### config.mk
export PLATFORM = sky130hd
export DESIGN_NAME = cond_branch_unit
export DESIGN_NICKNAME = d
export VERILOG_FILES = /design/src/rtl/branch_pkg.sv /design/src/rtl/cond_branch_unit.sv
export SDC_FILE = /design/constraint.sdc
export NUM_CORES = 1
export LEC_CHECK = 0
export ABC_AREA = 1
export BUFFER_PORTS_ARGS = -buffer_cell sky130_fd_sc_hd__buf_2
export CAP_MARGIN = 20
export CORE_MARGIN = 10
export CORE_UTILIZATION = 35
export DETAILED_ROUTE_END_ITERATION = 10
export SETUP_SLACK_MARGIN = 0.1
export SLEW_MARGIN = 20
export SYNTH_ARGS = -nofsm -noshare
export SYNTH_HDL_FRONTEND = slang
export SYNTH_SLANG_ARGS = --single-unit
### constraint.sdc
create_clock -name sys_clk -period 1.75 [get_ports sys_clk]
set_clock_uncertainty 0.05 [all_clocks]
set_input_delay 0.35 -clock sys_clk [delete_from_list [all_inputs] [get_ports sys_clk]]
set_output_delay 0.35 -clock sys_clk [all_outputs]
set_load 0.02 [all_outputs]
### src/rtl/branch_pkg.sv
package branch_pkg;
  // instruction word layout (16-bit word, 7-bit offset, 3-bit flag select)
  localparam int INSN_W = 16;
  localparam int OFS_LSB = 3;
  localparam int OFS_W = 7;
  localparam int SEL_LSB = 0;
  localparam int SEL_W = 3;
  localparam int POL_BIT = 10; // 0: branch when flag set, 1: when clear
  localparam logic [5:0] OPC_VAL = 6'h3C; // bits 15:10 = 1111 0x
  localparam int OPC_LSB = 11;
  localparam logic [4:0] OPC_TOP = 5'h1E;
  // status register bit positions
  localparam int FLAG_C = 0;
  localparam int FLAG_Z = 1;
  localparam int FLAG_N = 2;
  localparam int FLAG_V = 3;
  localparam int FLAG_S = 4;
  localparam int FLAG_H = 5;
  // reset values
  localparam logic [15:0] PC_RST = 16'h0000;
  // cycle counts
  localparam int CYC_NOT_TAKEN = 1;
  localparam int CYC_TAKEN = 2;
  typedef enum logic [3:0] {
    OP_NONE, OP_NOT_EQUAL, OP_CARRY_SET, OP_CARRY_CLEAR, OP_SAME_OR_HIGHER,
    OP_LOWER, OP_MINUS, OP_PLUS, OP_GE_SIGNED, OP_LT_SIGNED, OP_HALF_SET, OP_OTHER
  } branch_op_t;
endpackage

### src/rtl/cond_branch_unit.sv
`timescale 1ns/1ps
`default_nettype none
module cond_branch_unit #(
  parameter int PC_W = 16
) (
  input wire logic sys_clk,
  input wire logic nrst,
  input wire logic insn_valid,
  input wire logic [branch_pkg::INSN_W-1:0] insn_word,
  input wire logic [7:0] sreg_in,
  output logic insn_ready,
  output logic is_branch,
  output logic branch_taken,
  output logic [PC_W-1:0] pc,
  output logic flush,
  output logic [7:0] sreg_out
);

  // ***********************************************
  // elaboration checks
  // ***********************************************

  // cycles spent refilling after a taken branch, beyond the first one
  localparam int REFILL_CYC = branch_pkg::CYC_TAKEN - branch_pkg::CYC_NOT_TAKEN;

  initial begin
    if (PC_W < branch_pkg::OFS_W || PC_W > 32) begin
      $error("PC_W out of range");
    end
    // the fields of the word must not overlap, or decode reads garbage
    if (branch_pkg::OFS_LSB + branch_pkg::OFS_W > branch_pkg::POL_BIT) begin
      $error("offset field overlaps polarity bit");
    end
    if (branch_pkg::SEL_LSB + branch_pkg::SEL_W > branch_pkg::OFS_LSB) begin
      $error("select field overlaps offset field");
    end
    if (branch_pkg::POL_BIT >= branch_pkg::OPC_LSB) begin
      $error("polarity bit overlaps opcode field");
    end
    // the refill counter below is four bits wide
    if (REFILL_CYC < 1 || REFILL_CYC > 15) begin
      $error("taken branch cycle count out of range");
    end
  end

  // ***********************************************
  // decode
  // ***********************************************

  // the opcode field picks the branch group; everything else is a plain
  // word that only steps the program counter. limitation: the selects
  // that name no condition are treated like plain words, never trapped
  // flag select plus polarity maps onto the named branches
  function automatic branch_pkg::branch_op_t decode_op(
    input logic [branch_pkg::INSN_W-1:0] w
  );
    logic pol;
    logic [2:0] sel;
    pol = w[branch_pkg::POL_BIT];
    sel = w[branch_pkg::SEL_LSB +: branch_pkg::SEL_W];
    decode_op = branch_pkg::OP_NONE;
    if (w[branch_pkg::INSN_W-1:branch_pkg::OPC_LSB] == branch_pkg::OPC_TOP) begin
      case (sel)
        3'h0: decode_op = pol ? branch_pkg::OP_CARRY_CLEAR : branch_pkg::OP_CARRY_SET;
        3'h1: decode_op = pol ? branch_pkg::OP_NOT_EQUAL : branch_pkg::OP_OTHER;
        3'h2: decode_op = pol ? branch_pkg::OP_PLUS : branch_pkg::OP_MINUS;
        3'h4: decode_op = pol ? branch_pkg::OP_GE_SIGNED : branch_pkg::OP_LT_SIGNED;
        3'h5: decode_op = pol ? branch_pkg::OP_OTHER : branch_pkg::OP_HALF_SET;
        default: decode_op = branch_pkg::OP_OTHER;
      endcase
    end
  endfunction

  // condition test; same_or_higher/lower share the carry encodings
  function automatic logic cond_true(input branch_pkg::branch_op_t op,
                                     input logic [7:0] s);
    logic nv;
    nv = s[branch_pkg::FLAG_N] ^ s[branch_pkg::FLAG_V];
    case (op)
      branch_pkg::OP_NOT_EQUAL: cond_true = ~s[branch_pkg::FLAG_Z];
      branch_pkg::OP_CARRY_SET: cond_true = s[branch_pkg::FLAG_C];
      branch_pkg::OP_LOWER: cond_true = s[branch_pkg::FLAG_C];
      branch_pkg::OP_CARRY_CLEAR: cond_true = ~s[branch_pkg::FLAG_C];
      branch_pkg::OP_SAME_OR_HIGHER: cond_true = ~s[branch_pkg::FLAG_C];
      branch_pkg::OP_MINUS: cond_true = s[branch_pkg::FLAG_N];
      branch_pkg::OP_PLUS: cond_true = ~s[branch_pkg::FLAG_N];
      branch_pkg::OP_GE_SIGNED: cond_true = ~nv;
      branch_pkg::OP_LT_SIGNED: cond_true = nv;
      branch_pkg::OP_HALF_SET: cond_true = s[branch_pkg::FLAG_H];
      default: cond_true = 1'b0;
    endcase
  endfunction

  // only the named conditions count as branches; dead encodings just step
  function automatic logic is_named(input branch_pkg::branch_op_t op);
    case (op)
      branch_pkg::OP_NONE: is_named = 1'b0;
      branch_pkg::OP_OTHER: is_named = 1'b0;
      default: is_named = 1'b1;
    endcase
  endfunction

  // run accepts one word a cycle; refill blocks fetch while the pipeline
  // reloads from the branch target, which costs the extra taken cycle
  // and keeps a stale word from being executed
  typedef enum logic [0:0] {ST_RUN, ST_REFILL} state_t;

  state_t state_q, state_d;
  logic [PC_W-1:0] pc_q, pc_d;
  logic taken_q, taken_d;
  logic brn_q, brn_d;
  // remaining refill cycles
  logic [3:0] refill_q, refill_d;
  branch_pkg::branch_op_t op;
  logic hit;
  logic [PC_W-1:0] ofs_ext;

  // ***********************************************
  // sequencing
  // ***********************************************

  assign op = decode_op(insn_word);
  assign hit = cond_true(op, sreg_in);
  // sign extension keeps backward branches correct at any pc width
  assign ofs_ext = PC_W'($signed(insn_word[branch_pkg::OFS_LSB +: branch_pkg::OFS_W]));
  // refill cycle stalls fetch; this is the second cycle of a taken branch
  assign insn_ready = (state_q == ST_RUN);
  assign flush = (state_q == ST_REFILL);
  assign pc = pc_q;
  assign branch_taken = taken_q;
  assign is_branch = brn_q;
  // flags pass straight through untouched
  assign sreg_out = sreg_in;

  // next pc and state
  always_comb begin
    state_d = state_q;
    pc_d = pc_q;
    taken_d = 1'b0;
    brn_d = 1'b0;
    case (state_q)
      ST_RUN: begin
        if (insn_valid) begin
          brn_d = is_named(op);
          if (hit) begin
            pc_d = pc_q + ofs_ext + PC_W'(1);
            taken_d = 1'b1;
            state_d = ST_REFILL;
          end else begin
            pc_d = pc_q + PC_W'(1);
          end
        end
      end
      ST_REFILL: begin
        // leave once the last refill cycle is under way
        if (refill_q <= 4'h1) begin
          state_d = ST_RUN;
        end
      end
      default: begin
        state_d = ST_RUN;
      end
    endcase
  end

  // ***********************************************
  // refill counter
  // ***********************************************

  // loaded on a taken branch, counts down through the refill state
  always_comb begin
    refill_d = refill_q;
    if (state_q == ST_RUN && taken_d) begin
      refill_d = 4'(REFILL_CYC);
    end else if (refill_q != 4'h0) begin
      refill_d = refill_q - 4'h1;
    end
  end

  // counter register
  always_ff @(posedge sys_clk or negedge nrst) begin
    if (!nrst) begin
      refill_q <= 4'h0;
    end else begin
      refill_q <= refill_d;
    end
  end

  // ***********************************************
  // registers
  // ***********************************************

  // state, program counter and the two result pulses
  always_ff @(posedge sys_clk or negedge nrst) begin
    if (!nrst) begin
      state_q <= ST_RUN;
      pc_q <= PC_W'(branch_pkg::PC_RST);
      taken_q <= 1'b0;
      brn_q <= 1'b0;
    end else begin
      state_q <= state_d;
      pc_q <= pc_d;
      taken_q <= taken_d;
      brn_q <= brn_d;
    end
  end

endmodule
`default_nettype wire

==> results of run 1 <==
-- where the power goes --
part | total, W | switching [W] | internal, W
clock network | 0.000343 | 0.000184 | 0.000159
registers | 0.00102 | 0.000249 | 0.000776
logic | 0.00400 | 0.00214 | 0.00186
-- placed cells by master, fill, tap and decap left out, types with 5 or more instances in the layout --
cell type	count
dfrtp_1	10
o21ai_0	5
nor2_1	18
nor2_2	5
ha_4	12
xnor2_1	9
inv_2	7
nand3_2	8
nand2_2	7
nor2_4	7
nand2_4	7
buf_4	45
nand3_1	45
buf_2	47
dfrtp_2	13
nand3b_1	7
nand2_1	113
ha_1	7
a21oi_1	11
nand4_1	9
xor2_1	13
inv_1	41
a21oi_2	5
-- worst max path at each step --
stage,to,from
floorplan,pc[14],pc[0]
global placement,pc[10],insn_word[9]
detailed placement,pc[14],insn_word[9]
CTS,pc[14],pc[0]
global route,pc[14],pc[0]
finish,pc[4],pc[0]
-- cell families after synthesis --
logic type,synth area share (%)
XOR/XNOR,9.20
buffers and inverters,10.8
AO/OA/AOI/OAI,6.18
AND/OR/NAND/NOR,41.4
adder cells (fa/ha/maj),10.0
flip-flops,22.4
-- synth_stat cells --
cell	number	area, sq um
nand2_2	5	31.3
o21bai_1	1	7.51
xnor2_1	13	114
nand3_1	53	265
clkbuf_1	2	7.51
inv_1	45	169
nand4_1	9	56.3
fa_1	1	20.0
nand2_4	1	11.3
nor2_1	24	90.1
ha_1	19	238
a21oi_1	16	80.1
inv_2	3	11.3
nor2_8	1	20.0
nand3_2	1	10.0
nor2_4	2	22.5
or2_2	1	6.26
o21ai_0	7	35.0
buf_4	10	75.1
xor2_1	14	123
a211oi_1	1	7.51
buf_6	1	11.3
a21o_1	3	22.5
dfrtp_1	23	576
nand2_1	121	454
clkinv_1	1	3.75
a31oi_1	1	6.26
nor3_1	4	20.0
nand3b_1	7	52.6
nor2_2	4	25.0
-- sequential cells by signal, summed over array words and instances (netlist names) --
register	count
pc	16
is_branch	1
flush	1
branch_taken	1
refill_q	4
-- area by class of cell --
| type | instances | area (sq um) | share of cell area, % |
|---|---|---|---|
| Clock inverter | 1 | 5.00 | 0.135 |
| Tap cell | 99 | 124 | 3.35 |
| Sequential cell | 23 | 592 | 16.0 |
| Multi-Input combinational cell | 309 | 2080 | 56.4 |
| Inverter | 49 | 184 | 4.98 |
| Clock buffer | 3 | 41.3 | 1.12 |
| Timing Repair Buffer | 98 | 667 | 18.0 |
-- worst max-delay path, stage by stage (launching register included) --
cell and delay (ns):
dfrtp_2 0.42, inv_2 0.06, ha_4 0.11, inv_2 0.03, fa_2 0.34, nand3_2 0.10
nand2_4 0.07, buf_4 0.14, buf_6 0.11, xnor2_4 0.14, nand2_1 0.08, nand3_1 0.07
nand2_1 0.05
-- routing by layer --
layer	share of wire (%)	wire length, microns	track usage [%]	vias up
li1	-	-	-	1440
met1	47	3600	17.2	1261
met2	47	3590	22.8	62
met3	4.7	357	2.25	8
met4	1.4	110	3.68	0
met5	0	0	0	-
-- timing repair --
action	4_1_cts	5_1_grt
setup endpoints to repair	12	20
pin swaps	16	21
resized for setup	16	28
gates cloned	0	0
hold endpoints to repair	0	0
setup buffers	3	2
-- stage by stage --
stage / TNS, ns / worst slack, ns / power, W / utilization (%) / instances
2_1_floorplan: -0.432 / -0.142 / 0.00330 / - / 394
3_3_place_gp: -3.40 / -0.384 / 0.00453 / 47.5 / 573
3_5_place_dp: -4.01 / -0.367 / 0.00457 / 47.5 / 573
4_1_cts: -0.712 / -0.147 / 0.00509 / 49.2 / 580
5_1_grt: -1.89 / -0.214 / 0.00587 / 51.2 / 582
6_report: -0.580 / -0.126 / 0.00537 / 51.2 / 582
==> flow_summary.ini, run 1 <==
[synthesis]
synth-seq-cells = 23
yosysSeqAreaShare_pct = 22.4
avgSynthCellArea_sq_um = 6.53
synth_nets = 441
synth_warnings = 0
yosysUniqueCellTypes = 30
syn_area_sq_um = 2570
syn_inst = 394

[route]
drtAntennaViolNets = 0
drc = 0
first_pass_iters = 4
num_vias = 2771
drtIter0Drc = 197
post_drt_wl_per_cell_microns = 13.2
via_per_inst = 4.76
wl_microns = 7650

[setup_path]
cp_max_fo = 4
ff2ff_path_depth = 12
critPathKind = flop to flop
rr_endpoint = pc[4]
cp_data_arrival_time_ns = 1.99
critPathCaptureType = flop
r2r_slack_ns = -0.13
startpoint_type = flop
crit_required_ns = 1.86
worstReg2RegStart = pc[0]

[die]
pin_count = 55
initial_core_util_pct = 35.6
die_width_microns = 106
core_sq_um = 7210
die_h_microns = 106
fp-row-count = 31
die_area_sq_um = 11200

[power]
leakage_nw = 1.96
power.density_nw_per_um2 = 1450
ir_worst_vdd_uv = 418

[clocking]
cts_tree = done
root_buffer = clkbuf_8
clock_sinks = 23
cts.path.max_buffers = 2
path_clk_slew_ns = 0.09
htreeDepth = 1
clock_latency_ns = 0.27
postCtsHoldBufs = 0
cts_buffers = 3

[final_layout]
fin_nets = 531
n_antenna_cell = 0
final_area_sq_um = 3700
syn2layout_area_growth_pct = 43.7
fillerInstances = 730
drive_above_1_share_pct = 37.9

[place]
hpwl_microns = 6130
port_buffers = 48
finalWeightedCongestion = 0.891
place_area_sq_um = 3430

[sta]
holdWs_ns = 0.00944
setup_viol = 9
rsz0062_at_grt = yes
slew_headroom_pct = 63.2
fin_crit_sh_pct = 107
fmax_mhz = 533
min_period_ns = 1.88
worstMarginPinSlew_ns = 0.552
final_hold_viol_count = 0
fin_ws_ns = -0.126
slew_viol_final = 0

[global_route]
overflow = 0
grt_usage_pct = 13.5
grt_max_degree = 24
antenna_found_initial = 0
grt_pass1_wl_microns = 12900
first_global_vias = 2781

[outcome]
outcome = finished, violations left
violations = setup timing

[min_path]
hold_path.class = input port to asynchronous set/reset pin

[flow_run]
drv_cap = 0
Power figures use the tool's default switching activity.
==> run 2, diff against run 1 <==
--- a/config.mk
+++ b/config.mk
@@ -8,9 +8,11 @@
 export ABC_AREA = 1
 export BUFFER_PORTS_ARGS = -buffer_cell sky130_fd_sc_hd__buf_2
 export CAP_MARGIN = 20
+export CORE_ASPECT_RATIO = 1.1
 export CORE_MARGIN = 10
-export CORE_UTILIZATION = 35
+export CORE_UTILIZATION = 45
 export DETAILED_ROUTE_END_ITERATION = 10
+export PLACE_DENSITY = 0.71
 export SETUP_SLACK_MARGIN = 0.1
 export SLEW_MARGIN = 20
 export SYNTH_ARGS = -nofsm -noshare
==> run 2 against run 1 <==
Against the previous run: the flow still finishes with violations (setup timing); sequential share of layout area fell by 0.95 points; combinational power rose by 9.2%; critical path type unchanged; via count rose by 6.4%.
==> flow_summary.ini, run 2 (synthesis gave the netlist of run 1 again) <==
[global_route]
antenna_found_initial = 0
grt_max_degree = 24
first_global_vias = 2975
grt_usage_pct = 16.5
overflow = 0
grt_pass1_wl_microns = 13100

[clocking]
cts_tree = done
cts.path.max_buffers = 2
cts_buffers = 3
clock_latency_ns = 0.26
path_clk_slew_ns = 0.09
htreeDepth = 1
root_buffer = clkbuf_8
clock_sinks = 23

[setup_path]
critPathCaptureType = flop
startpoint_type = flop
crit_slowest_cell = dfrtp_2
ff2ff_path_depth = 10
max_stage_delay_ns = 0.44
critPathKind = flop to flop
critPathTopFamily = simple AND/OR/NAND/NOR gates
cp_data_arrival_time_ns = 2.02
crit_buf_inv = 0
cp.depth = 10
cp_max_fo = 3
crit_chain = ha_4 > a21oi_4 > nand2_4 > a21oi_4 > nor2_1 > nor2_1 > xor2_1 > nand2_1 > nand3_1 > nand2_1
crit_required_ns = 1.86

[sta]
slew_headroom_pct = 63.2
rsz0062_at_grt = yes
holdWs_ns = 0.0107
fmax_mhz = 524
setup_viol = 11
final_hold_viol_count = 0
slew_viol_final = 0
fin_ws_ns = -0.159
fin_crit_sh_pct = 109
tns_ns = -0.934
min_period_ns = 1.91
worstMarginPinSlew_ns = 0.553

[die]
fp-row-count = 28
pin_count = 55
die_h_microns = 99.3
core_sq_um = 5470
die_area_sq_um = 9140
die_width_microns = 92.1
initial_core_util_pct = 47.0

[flow_run]
drv_cap = 0

[final_layout]
syn2layout_area_growth_pct = 52.5
multi_input_area_sq_um = 2220
drive_above_1_share_pct = 44.4
fin_nets = 541
fillerInstances = 445
layout_commonest_cell = nand2_1
n_antenna_cell = 0
final_cells = 568
register_area_sq_um = 591
largest_reg_flops = 16
final_cell_mix = 102 x nand2_1, 54 x buf_4, 42 x nand3_1

[route]
post_drt_wl_per_cell_microns = 14.6
via_per_inst = 5.19
drtAntennaViolNets = 0
drc = 0
num_vias = 2947
wl_microns = 8310
drtIter0Drc = 138
first_pass_iters = 4

[power]
p_int_w = 0.00297
p_switching_w = 0.00276
leakage_nw = 2.05
switching_share_pct = 48.2
power.density_nw_per_um2 = 1460
p_seq_share_pct = 17.8
pwr-share-clk_pct = 6.0
p_comb_share_pct = 76.2
ir_worst_vdd_uv = 720

[place]
port_buffers = 48
finalWeightedCongestion = 0.870
placed_cells = 551
hpwl_microns = 6110

[min_path]
hold_path.class = input port to asynchronous set/reset pin

[outcome]
violations = setup timing
outcome = finished, violations left
-- run 2: path summary, 6_finish.rpt --
path	slack, ns	to	start
setup / recovery	-0.16	pc[9]	pc[2]
max in group asynchronous	1.24	pc[5]	nrst
hold / removal	0.01	pc[0]	nrst
setup reg to reg	-0.16	pc[9]	pc[2]
hold reg to reg	0.47	flush	flush
min in group sys_clk	0.47	flush	flush
-- run 2: power groups by stage --
stage	registers [W]	clock network (W)	logic [W]
3_3_place_gp	0.00102	0	0.00348
4_1_cts	0.00102	0.000349	0.00385
3_5_place_dp	0.00103	0	0.00359
6_report	0.00102	0.000344	0.00437
5_1_grt	0.00105	0.000366	0.00477
2_1_floorplan	0.00130	0	0.00200
-- run 2: per-layer routing --
| metal | track usage (%) | part of all wire, % | vias up | wire length, microns |
|---|---|---|---|---|
| met4 | 3.21 | 1.2 | 0 | 99 |
| met1 | 19.6 | 43 | 1396 | 3560 |
| met2 | 30.6 | 52 | 78 | 4300 |
| met3 | 2.41 | 4.2 | 10 | 349 |
| li1 | - | - | 1463 | - |
| met5 | 0 | 0 | - | 0 |
-- run 2: cell type report --
cell class | count | share of cell area [%]
multi-input cells | 310 | 56.6
well taps | 75 | 2.39
flip-flops and latches | 23 | 15.1
clock inverters | 1 | 0.128
clock buffers | 3 | 1.05
inverters | 49 | 4.82
repair buffers | 107 | 20.0
-- run 2: through the flow --
| stage | total power [W] | util [%] | worst slack [ns] | cell area [sq um] |
|---|---|---|---|---|
| floorplan | 0.00330 | - | -0.142 | 2790 |
| global placement | 0.00450 | 62.2 | -0.386 | 3400 |
| detailed placement | 0.00461 | 62.2 | -0.397 | 3400 |
| CTS | 0.00522 | 65.1 | -0.111 | 3560 |
| global route | 0.00618 | 71.7 | -0.246 | 3920 |
| finish | 0.00573 | 71.7 | -0.159 | 3920 |
-- run 2: repair_timing --
item / CTS / global route
gates resized for setup: 21 / 70
pin swaps: 16 / 31
setup endpoints to repair: 12 / 22
hold buffers: 0 / 0
setup buffers: 4 / 8
gates cloned: 0 / 2
